**src/verilog/gpio_port_regs.vh**
```
/*
 * Register addresses, field layouts, reset values and function codes of
 * the eight-pin general-purpose port.
 * Assumes a 16-bit byte address from the processor's register port.
 */
`ifndef GPIO_PORT_REGS_VH
`define GPIO_PORT_REGS_VH

// Byte addresses of the port registers.
`define ADDR_PORT_DATA            16'hf220
`define ADDR_PORT_DIRECTION       16'hf221
`define ADDR_DRIVE_CONFIG_LOW     16'hf222
`define ADDR_DRIVE_CONFIG_HIGH    16'hf223
`define ADDR_FUNCTION_SELECT_LOW  16'hf224
`define ADDR_FUNCTION_SELECT_HIGH 16'hf225

// Reset values of all registers.
`define RST_PORT_DATA            8'h00
`define RST_PORT_DIRECTION       8'h00
`define RST_DRIVE_CONFIG_LOW     8'h00
`define RST_DRIVE_CONFIG_HIGH    8'h00
`define RST_FUNCTION_SELECT_LOW  8'h00
`define RST_FUNCTION_SELECT_HIGH 8'h00

// Direction bit values.
`define DIR_OUTPUT 1'h0
`define DIR_INPUT  1'h1

// Drive field codes, output mode.
`define DRIVE_HIGH_Z      2'h0
`define DRIVE_P_OPEN      2'h1
`define DRIVE_N_OPEN      2'h2
`define DRIVE_CMOS        2'h3
// Drive field codes, input mode.
`define PULL_NONE         2'h0
`define PULL_DOWN         2'h1
`define PULL_UP           2'h2

// Function field codes.
`define FUNC_GPIO      2'h0
`define FUNC_SECONDARY 2'h1
`define FUNC_TERTIARY  2'h2
`define FUNC_RESERVED  2'h3

// Pins that offer a tertiary function, one bit per pin.
`define TERTIARY_PINS 8'h7f

// Synchroniser depth for pin levels.
`define SYNC_STAGES 2

`endif
```
**src/verilog/gpio_pin_cell.v**
```verilog
/*
 * Drive decoder for one port pin: turns direction, drive field, function
 * field, data bit and peripheral drive into pin value, enable and pulls.
 * Assumes all inputs are on the system clock; the result is combinational
 * and is registered by the port module.
 */
`timescale 1ns/1ps
`include "gpio_port_regs.vh"

module gpio_pin_cell #(
    parameter HAS_TERTIARY = 1
) (
    // Configuration of this pin.
    input wire direction_i,
    input wire [1:0] drive_i,
    input wire [1:0] function_i,
    input wire data_i,
    // Peripheral drive for the secondary and tertiary functions.
    input wire alt2_out_i,
    input wire alt2_oe_i,
    input wire alt3_out_i,
    input wire alt3_oe_i,
    // Decoded pin controls.
    output reg next_out_o,
    output reg next_oe_o,
    output reg next_pull_up_o,
    output reg next_pull_down_o
);

    reg prohibited;

    always @*
    begin
        prohibited = (function_i == `FUNC_RESERVED) ||
            ((function_i == `FUNC_TERTIARY) && (HAS_TERTIARY == 0));
        next_out_o = 1'b0;
        next_oe_o = 1'b0;
        next_pull_up_o = 1'b0;
        next_pull_down_o = 1'b0;
        if (direction_i == `DIR_INPUT)
        begin
            // Pulls follow the drive field whatever function is selected.
            next_pull_down_o = (drive_i == `PULL_DOWN);
            next_pull_up_o = (drive_i == `PULL_UP);
        end
        if (prohibited)
        begin
            // Data bit ignored; the two strong-low codes pull the pin low.
            if (direction_i == `DIR_OUTPUT)
            begin
                next_oe_o = drive_i[1];
                next_out_o = 1'b0;
            end
        end
        else if (function_i == `FUNC_SECONDARY)
        begin
            next_out_o = alt2_out_i;
            next_oe_o = alt2_oe_i;
        end
        else if (function_i == `FUNC_TERTIARY)
        begin
            next_out_o = alt3_out_i;
            next_oe_o = alt3_oe_i;
        end
        else if (direction_i == `DIR_OUTPUT)
        begin
            case (drive_i)
                `DRIVE_P_OPEN:
                begin
                    next_out_o = 1'b1;
                    next_oe_o = data_i;
                end
                `DRIVE_N_OPEN:
                begin
                    next_out_o = 1'b0;
                    next_oe_o = ~data_i;
                end
                `DRIVE_CMOS:
                begin
                    next_out_o = data_i;
                    next_oe_o = 1'b1;
                end
                default:
                begin
                    next_out_o = 1'b0;
                    next_oe_o = 1'b0;
                end
            endcase
        end
    end

endmodule

```
**src/verilog/gpio_port.v**
```verilog
/*
 * Eight-pin general-purpose port with per-pin direction, drive mode,
 * pulls and secondary/tertiary function routing to on-chip peripherals.
 * Assumes a single-cycle register port on the system clock, external
 * resolution of each pin from value and enable, and peripherals on the
 * same clock.
 */
`timescale 1ns/1ps
`include "gpio_port_regs.vh"

// Notes on behaviour
// - Eight independent bidirectional pins, numbered 0-7.
// - Data register at 0xf220, reset zero.
// - Output pins driven from data register bits.
// - Output pins read back last written bit.
// - Input pins read back present pin level.
// - Zero means low, one means high.
// - Direction register 0xf221; zero output, one input.
// - Output drive: high-z, P-open, N-open, CMOS.
// - Input: high-z, pull-down or pull-up.
// - Drive config bytes 0xf222/3, word at 0xf222.
// - Function select bytes 0xf224/5, word at 0xf224.
// - Pins 4 and 5 feed timer clocks.
// - Alternate functions of pins 0 to 3.
// - Alternate functions of pins 4 to 7.
// - Drive field decode per direction.
// - Function codes; reserved and missing tertiary prohibited.
// - Prohibited output: float or hold low.
// - Reset: output, high-z, general purpose.
module gpio_port #(
    parameter PIN_COUNT = 8
) (
    // Clock and reset.
    input wire core_clk_i,
    input wire nrst_i,
    // Register port.
    input wire [15:0] reg_addr_i,
    input wire [15:0] reg_wdata_i,
    input wire reg_word_i,
    input wire reg_wr_i,
    input wire reg_rd_i,
    output reg [15:0] reg_rdata_o,
    // Port pins.
    input wire [PIN_COUNT-1:0] port_pin_in_i,
    output reg [PIN_COUNT-1:0] port_pin_out_o,
    output reg [PIN_COUNT-1:0] port_pin_oe_o,
    output reg [PIN_COUNT-1:0] pull_up_en_o,
    output reg [PIN_COUNT-1:0] pull_down_en_o,
    // I2C drive and sampled levels.
    input wire i2c_data_out_i,
    input wire i2c_data_oe_i,
    input wire i2c_clock_out_i,
    input wire i2c_clock_oe_i,
    output reg i2c_data_in_o,
    output reg i2c_clock_in_o,
    // UART.
    input wire uart_transmit_i,
    output reg uart_receive_o,
    // Synchronous serial port.
    input wire serial_port_data_out_i,
    input wire serial_port_clock_out_i,
    input wire serial_port_clock_oe_i,
    output reg serial_port_data_in_o,
    output reg serial_port_clock_in_o,
    // PWM output.
    input wire pwm_output_i,
    // RC oscillation ADC.
    input wire adc_ref_capacitor_out_i,
    input wire adc_ref_capacitor_oe_i,
    input wire adc_ref_resistor_out_i,
    input wire adc_ref_resistor_oe_i,
    input wire adc_sensor_resistor_out_i,
    input wire adc_sensor_resistor_oe_i,
    output reg adc_osc_waveform_in_o,
    // Timer external clocks.
    output reg timer_even_ext_clock_o,
    output reg timer_odd_ext_clock_o
);

    // Configuration registers.
    reg [7:0] port_data;
    reg [7:0] port_direction;
    reg [7:0] drive_config_low;
    reg [7:0] drive_config_high;
    reg [7:0] function_select_low;
    reg [7:0] function_select_high;

    // Pin level synchroniser.
    reg [PIN_COUNT-1:0] pin_sync_meta;
    reg [PIN_COUNT-1:0] pin_level;

    // Peripheral drive per pin, gathered for the pin cells.
    wire [PIN_COUNT-1:0] alt2_out;
    wire [PIN_COUNT-1:0] alt2_oe;
    wire [PIN_COUNT-1:0] alt3_out;
    wire [PIN_COUNT-1:0] alt3_oe;

    // Decoded pin controls before the output flops.
    wire [PIN_COUNT-1:0] next_pin_out;
    wire [PIN_COUNT-1:0] next_pin_oe;
    wire [PIN_COUNT-1:0] next_pull_up;
    wire [PIN_COUNT-1:0] next_pull_down;

    reg [15:0] next_rdata;
    reg [7:0] data_readback;

    // A pin whose function field holds a given code.
    function func_is;
        input [7:0] low;
        input [7:0] high;
        input integer pin;
        input [1:0] code;
        begin
            func_is = ({high[pin], low[pin]} == code);
        end
    endfunction

    // Is a byte or word access aimed at the given register address.
    function hit;
        input [15:0] addr;
        input [15:0] target;
        begin
            hit = (addr == target);
        end
    endfunction

    // Each secondary function but two owns a drive; waveform input and UART
    // receive are input-only, so their enables stay low.
    assign alt2_out[0] = i2c_data_out_i;
    assign alt2_oe[0] = i2c_data_oe_i;
    assign alt2_out[1] = i2c_clock_out_i;
    assign alt2_oe[1] = i2c_clock_oe_i;
    assign alt2_out[2] = 1'b0;
    assign alt2_oe[2] = 1'b0;
    assign alt2_out[3] = uart_transmit_i;
    assign alt2_oe[3] = 1'b1;
    assign alt2_out[4] = 1'b0;
    assign alt2_oe[4] = 1'b0;
    assign alt2_out[5] = adc_ref_capacitor_out_i;
    assign alt2_oe[5] = adc_ref_capacitor_oe_i;
    assign alt2_out[6] = adc_ref_resistor_out_i;
    assign alt2_oe[6] = adc_ref_resistor_oe_i;
    assign alt2_out[7] = adc_sensor_resistor_out_i;
    assign alt2_oe[7] = adc_sensor_resistor_oe_i;

    assign alt3_out[0] = 1'b0;
    assign alt3_oe[0] = 1'b0;
    assign alt3_out[1] = serial_port_clock_out_i;
    assign alt3_oe[1] = serial_port_clock_oe_i;
    assign alt3_out[2] = serial_port_data_out_i;
    assign alt3_oe[2] = 1'b1;
    assign alt3_out[3] = pwm_output_i;
    assign alt3_oe[3] = 1'b1;
    assign alt3_out[4] = 1'b0;
    assign alt3_oe[4] = 1'b0;
    assign alt3_out[5] = serial_port_clock_out_i;
    assign alt3_oe[5] = serial_port_clock_oe_i;
    assign alt3_out[6] = serial_port_data_out_i;
    assign alt3_oe[6] = 1'b1;
    // Pin 7 has no tertiary function; its cell treats the code as
    // prohibited, so these values are never selected.
    assign alt3_out[7] = 1'b0;
    assign alt3_oe[7] = 1'b0;

    genvar gi;
    generate
        for (gi = 0; gi < PIN_COUNT; gi = gi + 1)
        begin : pin_cells
            gpio_pin_cell #(
                .HAS_TERTIARY((`TERTIARY_PINS >> gi) & 1)
            ) u_cell (
                .direction_i(port_direction[gi]),
                .drive_i({drive_config_high[gi], drive_config_low[gi]}),
                .function_i({function_select_high[gi],
                    function_select_low[gi]}),
                .data_i(port_data[gi]),
                .alt2_out_i(alt2_out[gi]),
                .alt2_oe_i(alt2_oe[gi]),
                .alt3_out_i(alt3_out[gi]),
                .alt3_oe_i(alt3_oe[gi]),
                .next_out_o(next_pin_out[gi]),
                .next_oe_o(next_pin_oe[gi]),
                .next_pull_up_o(next_pull_up[gi]),
                .next_pull_down_o(next_pull_down[gi])
            );
        end
    endgenerate

    // The first stage is read only by the second; everything else sees
    // pin_level, at the cost of two cycles of input latency.
    always @(posedge core_clk_i)
    begin
        if (!nrst_i)
        begin
            pin_sync_meta <= {PIN_COUNT{1'b0}};
            pin_level <= {PIN_COUNT{1'b0}};
        end
        else
        begin
            pin_sync_meta <= port_pin_in_i;
            pin_level <= pin_sync_meta;
        end
    end

    // Register writes. A word access only exists at the two paired
    // addresses; elsewhere the word flag is ignored and a byte is written.
    always @(posedge core_clk_i)
    begin
        if (!nrst_i)
        begin
            port_data <= `RST_PORT_DATA;
            port_direction <= `RST_PORT_DIRECTION;
            drive_config_low <= `RST_DRIVE_CONFIG_LOW;
            drive_config_high <= `RST_DRIVE_CONFIG_HIGH;
            function_select_low <= `RST_FUNCTION_SELECT_LOW;
            function_select_high <= `RST_FUNCTION_SELECT_HIGH;
        end
        else if (reg_wr_i)
        begin
            if (hit(reg_addr_i, `ADDR_PORT_DATA))
            begin
                port_data <= reg_wdata_i[7:0];
            end
            else if (hit(reg_addr_i, `ADDR_PORT_DIRECTION))
            begin
                port_direction <= reg_wdata_i[7:0];
            end
            else if (hit(reg_addr_i, `ADDR_DRIVE_CONFIG_LOW))
            begin
                drive_config_low <= reg_wdata_i[7:0];
                if (reg_word_i)
                begin
                    drive_config_high <= reg_wdata_i[15:8];
                end
            end
            else if (hit(reg_addr_i, `ADDR_DRIVE_CONFIG_HIGH))
            begin
                drive_config_high <= reg_wdata_i[7:0];
            end
            else if (hit(reg_addr_i, `ADDR_FUNCTION_SELECT_LOW))
            begin
                function_select_low <= reg_wdata_i[7:0];
                if (reg_word_i)
                begin
                    function_select_high <= reg_wdata_i[15:8];
                end
            end
            else if (hit(reg_addr_i, `ADDR_FUNCTION_SELECT_HIGH))
            begin
                function_select_high <= reg_wdata_i[7:0];
            end
        end
    end

    // Input pins return the synchronised level, output pins the latch.
    always @*
    begin
        data_readback = (port_direction & pin_level) |
            (~port_direction & port_data);
    end

    always @*
    begin
        next_rdata = 16'h0000;
        if (hit(reg_addr_i, `ADDR_PORT_DATA))
        begin
            next_rdata = {8'h00, data_readback};
        end
        else if (hit(reg_addr_i, `ADDR_PORT_DIRECTION))
        begin
            next_rdata = {8'h00, port_direction};
        end
        else if (hit(reg_addr_i, `ADDR_DRIVE_CONFIG_LOW))
        begin
            if (reg_word_i)
            begin
                next_rdata = {drive_config_high, drive_config_low};
            end
            else
            begin
                next_rdata = {8'h00, drive_config_low};
            end
        end
        else if (hit(reg_addr_i, `ADDR_DRIVE_CONFIG_HIGH))
        begin
            next_rdata = {8'h00, drive_config_high};
        end
        else if (hit(reg_addr_i, `ADDR_FUNCTION_SELECT_LOW))
        begin
            if (reg_word_i)
            begin
                next_rdata = {function_select_high,
                    function_select_low};
            end
            else
            begin
                next_rdata = {8'h00, function_select_low};
            end
        end
        else if (hit(reg_addr_i, `ADDR_FUNCTION_SELECT_HIGH))
        begin
            next_rdata = {8'h00, function_select_high};
        end
    end

    // Read data stands for exactly one cycle after the strobe.
    always @(posedge core_clk_i)
    begin
        if (!nrst_i)
        begin
            reg_rdata_o <= 16'h0000;
        end
        else if (reg_rd_i)
        begin
            reg_rdata_o <= next_rdata;
        end
        else
        begin
            reg_rdata_o <= 16'h0000;
        end
    end

    // Pin controls are registered so the pads see glitch-free levels.
    always @(posedge core_clk_i)
    begin
        if (!nrst_i)
        begin
            port_pin_out_o <= {PIN_COUNT{1'b0}};
            port_pin_oe_o <= {PIN_COUNT{1'b0}};
            pull_up_en_o <= {PIN_COUNT{1'b0}};
            pull_down_en_o <= {PIN_COUNT{1'b0}};
        end
        else
        begin
            port_pin_out_o <= next_pin_out;
            port_pin_oe_o <= next_pin_oe;
            pull_up_en_o <= next_pull_up;
            pull_down_en_o <= next_pull_down;
        end
    end

    // Peripheral inputs. The serial port input may come from either of
    // two pins; the lower pin wins if both select it, and the line idles
    // low when neither does.
    always @(posedge core_clk_i)
    begin
        if (!nrst_i)
        begin
            i2c_data_in_o <= 1'b0;
            i2c_clock_in_o <= 1'b0;
            uart_receive_o <= 1'b0;
            serial_port_data_in_o <= 1'b0;
            serial_port_clock_in_o <= 1'b0;
            adc_osc_waveform_in_o <= 1'b0;
            timer_even_ext_clock_o <= 1'b0;
            timer_odd_ext_clock_o <= 1'b0;
        end
        else
        begin
            i2c_data_in_o <= pin_level[0];
            i2c_clock_in_o <= pin_level[1];
            uart_receive_o <= pin_level[2];
            if (func_is(function_select_low, function_select_high, 0,
                `FUNC_TERTIARY))
            begin
                serial_port_data_in_o <= pin_level[0];
            end
            else if (func_is(function_select_low, function_select_high, 4,
                `FUNC_TERTIARY))
            begin
                serial_port_data_in_o <= pin_level[4];
            end
            else
            begin
                serial_port_data_in_o <= 1'b0;
            end
            if (func_is(function_select_low, function_select_high, 1,
                `FUNC_TERTIARY))
            begin
                serial_port_clock_in_o <= pin_level[1];
            end
            else if (func_is(function_select_low, function_select_high, 5,
                `FUNC_TERTIARY))
            begin
                serial_port_clock_in_o <= pin_level[5];
            end
            else
            begin
                serial_port_clock_in_o <= 1'b0;
            end
            adc_osc_waveform_in_o <= pin_level[4];
            timer_even_ext_clock_o <= pin_level[4];
            timer_odd_ext_clock_o <= pin_level[5];
        end
    end

endmodule

```
**config.mk**
```make
export PLATFORM = sky130hd
export DESIGN_NAME = gpio_port
export DESIGN_NICKNAME = d
export VERILOG_FILES = /design/src/verilog/gpio_pin_cell.v /design/src/verilog/gpio_port.v
export VERILOG_INCLUDE_DIRS = /design/src /design/src/verilog
export SDC_FILE = /design/constraint.sdc
export NUM_CORES = 1
export LEC_CHECK = 0
export BUFFER_PORTS_ARGS = -buffer_cell sky130_fd_sc_hd__buf_2
export CORE_UTILIZATION = 45
export DETAILED_ROUTE_END_ITERATION = 7
export PLACE_DENSITY = 0.73
export SLEW_MARGIN = 20
export SYNTH_ARGS = -nofsm -noshare
export SYNTH_HDL_FRONTEND = slang
export SYNTH_SLANG_ARGS = --single-unit
```
**constraint.sdc**
```tcl
create_clock -name core_clk_i -period 6.96 [get_ports core_clk_i]
set_input_delay 2.088 -clock core_clk_i [delete_from_list [all_inputs] [get_ports core_clk_i]]
set_output_delay 2.088 -clock core_clk_i [all_outputs]
set_load 0.02 [all_outputs]
```
**Yosys cells after proc, flatten, opt, wreduce, memory -nomap -nowiden**

Cells that the tools add are included.

- Input bits: 60
- Output and inout port bits: 56
- Register bits: 119
- Word-level logic and storage cells: 236

- Equality and inequality tests: 56
- Reductions and logical operators: 27
- Bitwise gates (word level): 18
- Multiplexer cells: 93

Operator list:

| kind | count |
|---|---|
| $eq A16 B16 Y1 const B | 6 |
| $mux W16 | 5 |
| $eq A2 B2 Y1 const B | 32 |
| $mux W1 | 64 |
| $mux W8 | 8 |
| $eq A2 B1 Y1 const B | 16 |
| $pmux W1 S3 | 8 |
| $reduce_and A2 Y1 | 10 |
| $and A8 B8 Y8 | 2 |
| $pmux W1 S2 | 8 |
| $not A1 Y1 | 14 |
| $reduce_or A2 Y1 | 6 |
| $not A8 Y8 | 1 |
| $or A8 B8 Y8 | 1 |
| $reduce_and A7 Y1 | 1 |
| $reduce_and A6 Y1 | 1 |
| $reduce_and A5 Y1 | 1 |
| $reduce_or A5 Y1 | 1 |
| $ne A2 B2 Y1 const B | 2 |
| $reduce_and A4 Y1 | 1 |
| $reduce_bool A2 Y1 | 2 |
| $reduce_or A4 Y1 | 1 |
| $reduce_and A3 Y1 | 1 |
| $reduce_or A3 Y1 | 1 |
| $logic_or A1 B1 Y1 | 1 |

**Longest topological paths before layout**

- Depth in word-level cells: 7
- Gate-level depth with buffers: 7
- Mapped depth without buffers: 5

**Hierarchy**

Synthesis repeated with hierarchy kept, for this count alone.

- Cells, all modules: 589
- Area total of the unflattened synthesis: 5261.3 µm²

Modules (own cells, without submodules):

| module | sequential area each (µm²) | cells an instance | area an instance (µm²) | times used |
|---|---|---|---|---|
| gpio_port | 2382.3 | 465 | 4528.1 | 1 |
| gpio_pin_cell at pin_cells[0].u_cell ... | 0.0 | 16 | 92.6 | 7 |
| gpio_pin_cell at pin_cells[7].u_cell | 0.0 | 12 | 85.1 | 1 |

**Least setup slack after synthesis**

Ideal clock, no wire load.

- Path type: input-to-reg
- From: input port reg_addr_i[8]
- To: register drive_config_low[1]
- Setup time: 0.070 ns
- Cell stages on the path: 6
- Arrival time: 3.614 ns
- Path slack: 3.276 ns
- Buffers on the path: 1
- Required time: 6.890 ns
- Path through: or4b_4 > nor4_4 > and2_1 > buf_6 > nand2_2 > a21oi_2

- Word-level cells in the longest chain between the ends: 3
- Elaborated cells between the ends (all ways): 6
- Classes of those cells: eq/ne (3); bitwise (2); reduce/logical (1)

RTL lines:

| item | RTL line | text |
|---|---|---|
| start: declaration | gpio_port.v:37 | `input wire [15:0] reg_addr_i,` |
| $eq A16 B16 Y1 | gpio_port.v:123 | `hit = (addr == target);` |
| $not A1 Y1 (no source line) | n/a |  |
| $reduce_and A4 Y1 (no source line) (*) | n/a |  |
| end signal: assignment | gpio_port.v:213 | `` drive_config_low <= `RST_DRIVE_CONFIG_LOW; `` |
| end signal: assignment | gpio_port.v:230 | `drive_config_low <= reg_wdata_i[7:0];` |
| end: declaration | gpio_port.v:83 | `reg [7:0] drive_config_low;` |

Mark *: on every way between the ends. The rest lies on a longest branch, timed or not.
A chain may end at the register's enable or synchronous reset.

**Worst setup path in the final report**

- From: input port reg_addr_i[0]
- To: register drive_config_low[7]

The elaborated chain is that of the path after synthesis.

==> flow_summary.yaml <==
synth:
  mappedNetlistNets: 606
  async_flop_share_pct: 0
  ys.warnings.count: 0
  synth_area_leader_cell: "dfxtp_1"
  syn_area_per_cell_um2: 9.16
  syn_inst: 543
  synthMostInstantiatedCell: "dfxtp_1"
  synth_common_cells: "dfxtp_1 (119), nor2_1 (50), nand2_1 (48)"
  synth_area_leaders: "dfxtp_1 (48%), mux2i_1 (8.4%), nor2_1 (3.8%)"
  synth_cell_types: 51
  yosys.area.top_type_share_pct: 47.9
  synthFlopType: "dfxtp_1"
  synth-edff-count: 0
  ys_ff_latch: 119
  ys_seq_area_share_pct: 47.9
  syn_area_um2: 4980
pwr:
  worst_ir_drop_vdd_v: 0.000166
  power_uw: 1650
  p_leak_uw: 0.00251
  powerDensity_nw_per_um2: 263
run:
  cap_violations: 0
global_route:
  grt_antenna_before_repair: 0
  grt_pass1_vias: 4209
  grt_pass1_wl_mm: 21.3
  grt_max_degree: 51
  grtUsageTotal_pct: 24.4
  gr-total-overflow: 0
drt:
  drt_pass1_iterations: 7
  viasPerCell: 5.67
  drc: 0
  drt_iter0_markers: 361
  via_count: 4557
  routed_wl_mm: 13.5
  routedWlPerCell_um: 16.8
  ant_nets: 0
clock_tree:
  clkTransAtPathRegs_ns: 0.06
  postCtsSetupBuffers: 0
  cts.repair.resized: 0
  cts_tree: "built"
  clock_sinks: 119
  ctsHoldBuffers: 0
  cts-htree-levels: 4
  numCtsBuffers: 17
  clk_latency_ns: 0.52
  cts_buffer_depth: 2
  cts-root-buf: "clkbuf_8"
timing:
  grt_setup_unrepaired: "no"
  finalCriticalPeriod_ns: 4.10
  maxSlewViolCount: 0
  worst_pin_slew_ns: 1.14
  relSlewSlack_pct: 23.3
  finClkSkew_ns: 0.00611
  fmax_mhz: 244
  fin_tns_setup_ns: 0
  postLayoutSetupSlackWorst_ns: 2.86
  setup_viol: 0
  fin_hold_ws_ns: 0.429
  hold_viol: 0
  period_share_pct: 58.9
setup_path:
  crit_type: "input port to register"
  cp.required_ns: 7.41
  worstSetupStartpoint: "reg_addr_i[0]"
  cp-end-kind: "register"
  cp-start-kind: "input port"
  worstPathArrival_ns: 4.55
  crit_fanout: 39
  timing.rr.start: "function_select_high[4]"
placed_design:
  hpwl_mm: 9.04
  post-place-ws_ns: 2.41
  gp_congestion: 0.831
  placed_cells_incl_taps: 773
  port_buffers: 115
run_status:
  status: "completed"
die:
  fp-row-count: 38
  io_pins: 116
  die_area_um2: 11500
  fp.dieH_um: 107
  start_util_pct: 46.1
  core-area_um2: 10800
  die_w_um: 107
cells_and_area:
  stdcell_count: 804
  largest_register_ffs: 16
  seq_area_um2: 2380
  area_growth_pct: 25.9
  regMostFlops: "reg_rdata_o"
  nets: 715
  fillCellCount: 931
  multi_input_area_um2: 2440
  drive_above_1_share_pct: 26.1
  antenna_cells: 0
hold_path:
  hp-class: "register to register"
  min-delay-start: "pin_sync_meta[6]"
==> layout make-up <==
class / count / share of cell area, %
Multi-Input combinational cell: 380 / 38.9
Sequential cell: 119 / 38.0
Timing Repair Buffer: 118 / 9.55
Inverter: 16 / 0.959
Clock inverter: 9 / 2.36
Clock buffer: 22 / 7.39
Tap cell: 140 / 2.80
==> power breakdown <==
part / internal (µW) / switching [µW]
combinational: 22.8 / 37.6
clock: 605 / 294
sequential: 687 / 2.22
==> metrics by stage <==
step	instance area [µm²]	utilization, %
6_report	6260	58.0
5_1_grt	6260	58.0
4_1_cts	6250	58.0
3_5_place_dp	5640	52.3
3_3_place_gp	5640	52.2
2_1_floorplan	4980	-
==> path summary, 6_finish.rpt <==
| kind | to | slack [ns] | cells after the start |
|---|---|---|---|
| worst min-delay path | pin_level[6] | 0.43 | 1 |
| worst max register to register | port_pin_oe_o[4] | 5.42 | 4 |
| worst min register to register | pin_level[6] | 0.43 | 1 |
| worst max-delay path | drive_config_low[7] | 2.86 | 6 |
==> metal layers <==
metal  routed length (µm)  vias to the layer above  global-route usage, %
met4                  311                        0                   10.9
li1                     -                     2152                      -
met2                 6160                      241                   37.7
met3                 1150                       30                   4.68
met5                    0                        -                      0
met1                 5910                     2134                   33.0
==> layout by cell type, fill, tap and decap left out, drive strengths merged, types with 2 or more instances in the layout <==
| master | count |
|---|---|
| o21ai | 36 |
| o22a | 2 |
| nor3 | 13 |
| nand2b | 6 |
| ha | 3 |
| a21oi | 33 |
| nand3b | 4 |
| a211oi | 6 |
| nand3 | 2 |
| nor2b | 13 |
| mux2i | 42 |
| clkinv | 4 |
| o221ai | 2 |
| dfxtp | 119 |
| o22ai | 7 |
| nand4b | 2 |
| a22oi | 8 |
| nor4 | 4 |
| inv | 16 |
| nor3b | 12 |
| bufinv | 4 |
| a31oi | 8 |
| or4 | 2 |
| o211ai | 7 |
| a32oi | 3 |
| nor2 | 50 |
| or3 | 2 |
| clkbuf | 22 |
| or4bb | 2 |
| nand4 | 3 |
| nor4b | 6 |
| and3 | 2 |
| and2 | 24 |
| nand2 | 57 |
| o21a | 2 |
| o31a | 8 |
| buf | 118 |
==> cells by family (layout without fill, tap and decap cells) <==
logic type	count (synthesis)	after routing	synth area share [%]
compound gates	127	127	16.4
flops	119	119	47.9
mux	42	42	8.45
fa+ha+maj	3	3	0.754
simple gates	208	208	22.8
buf+inv	44	165	3.67
==> worst max-delay path, cell delays in order <==
cell,delay (ns)
buf_2,0.36
or4_1,0.70
nor4_4,0.66
and2_1,0.50
nand2_2,0.10
a21oi_2,0.14
Note: power is estimated with default switching activity, not from simulation.
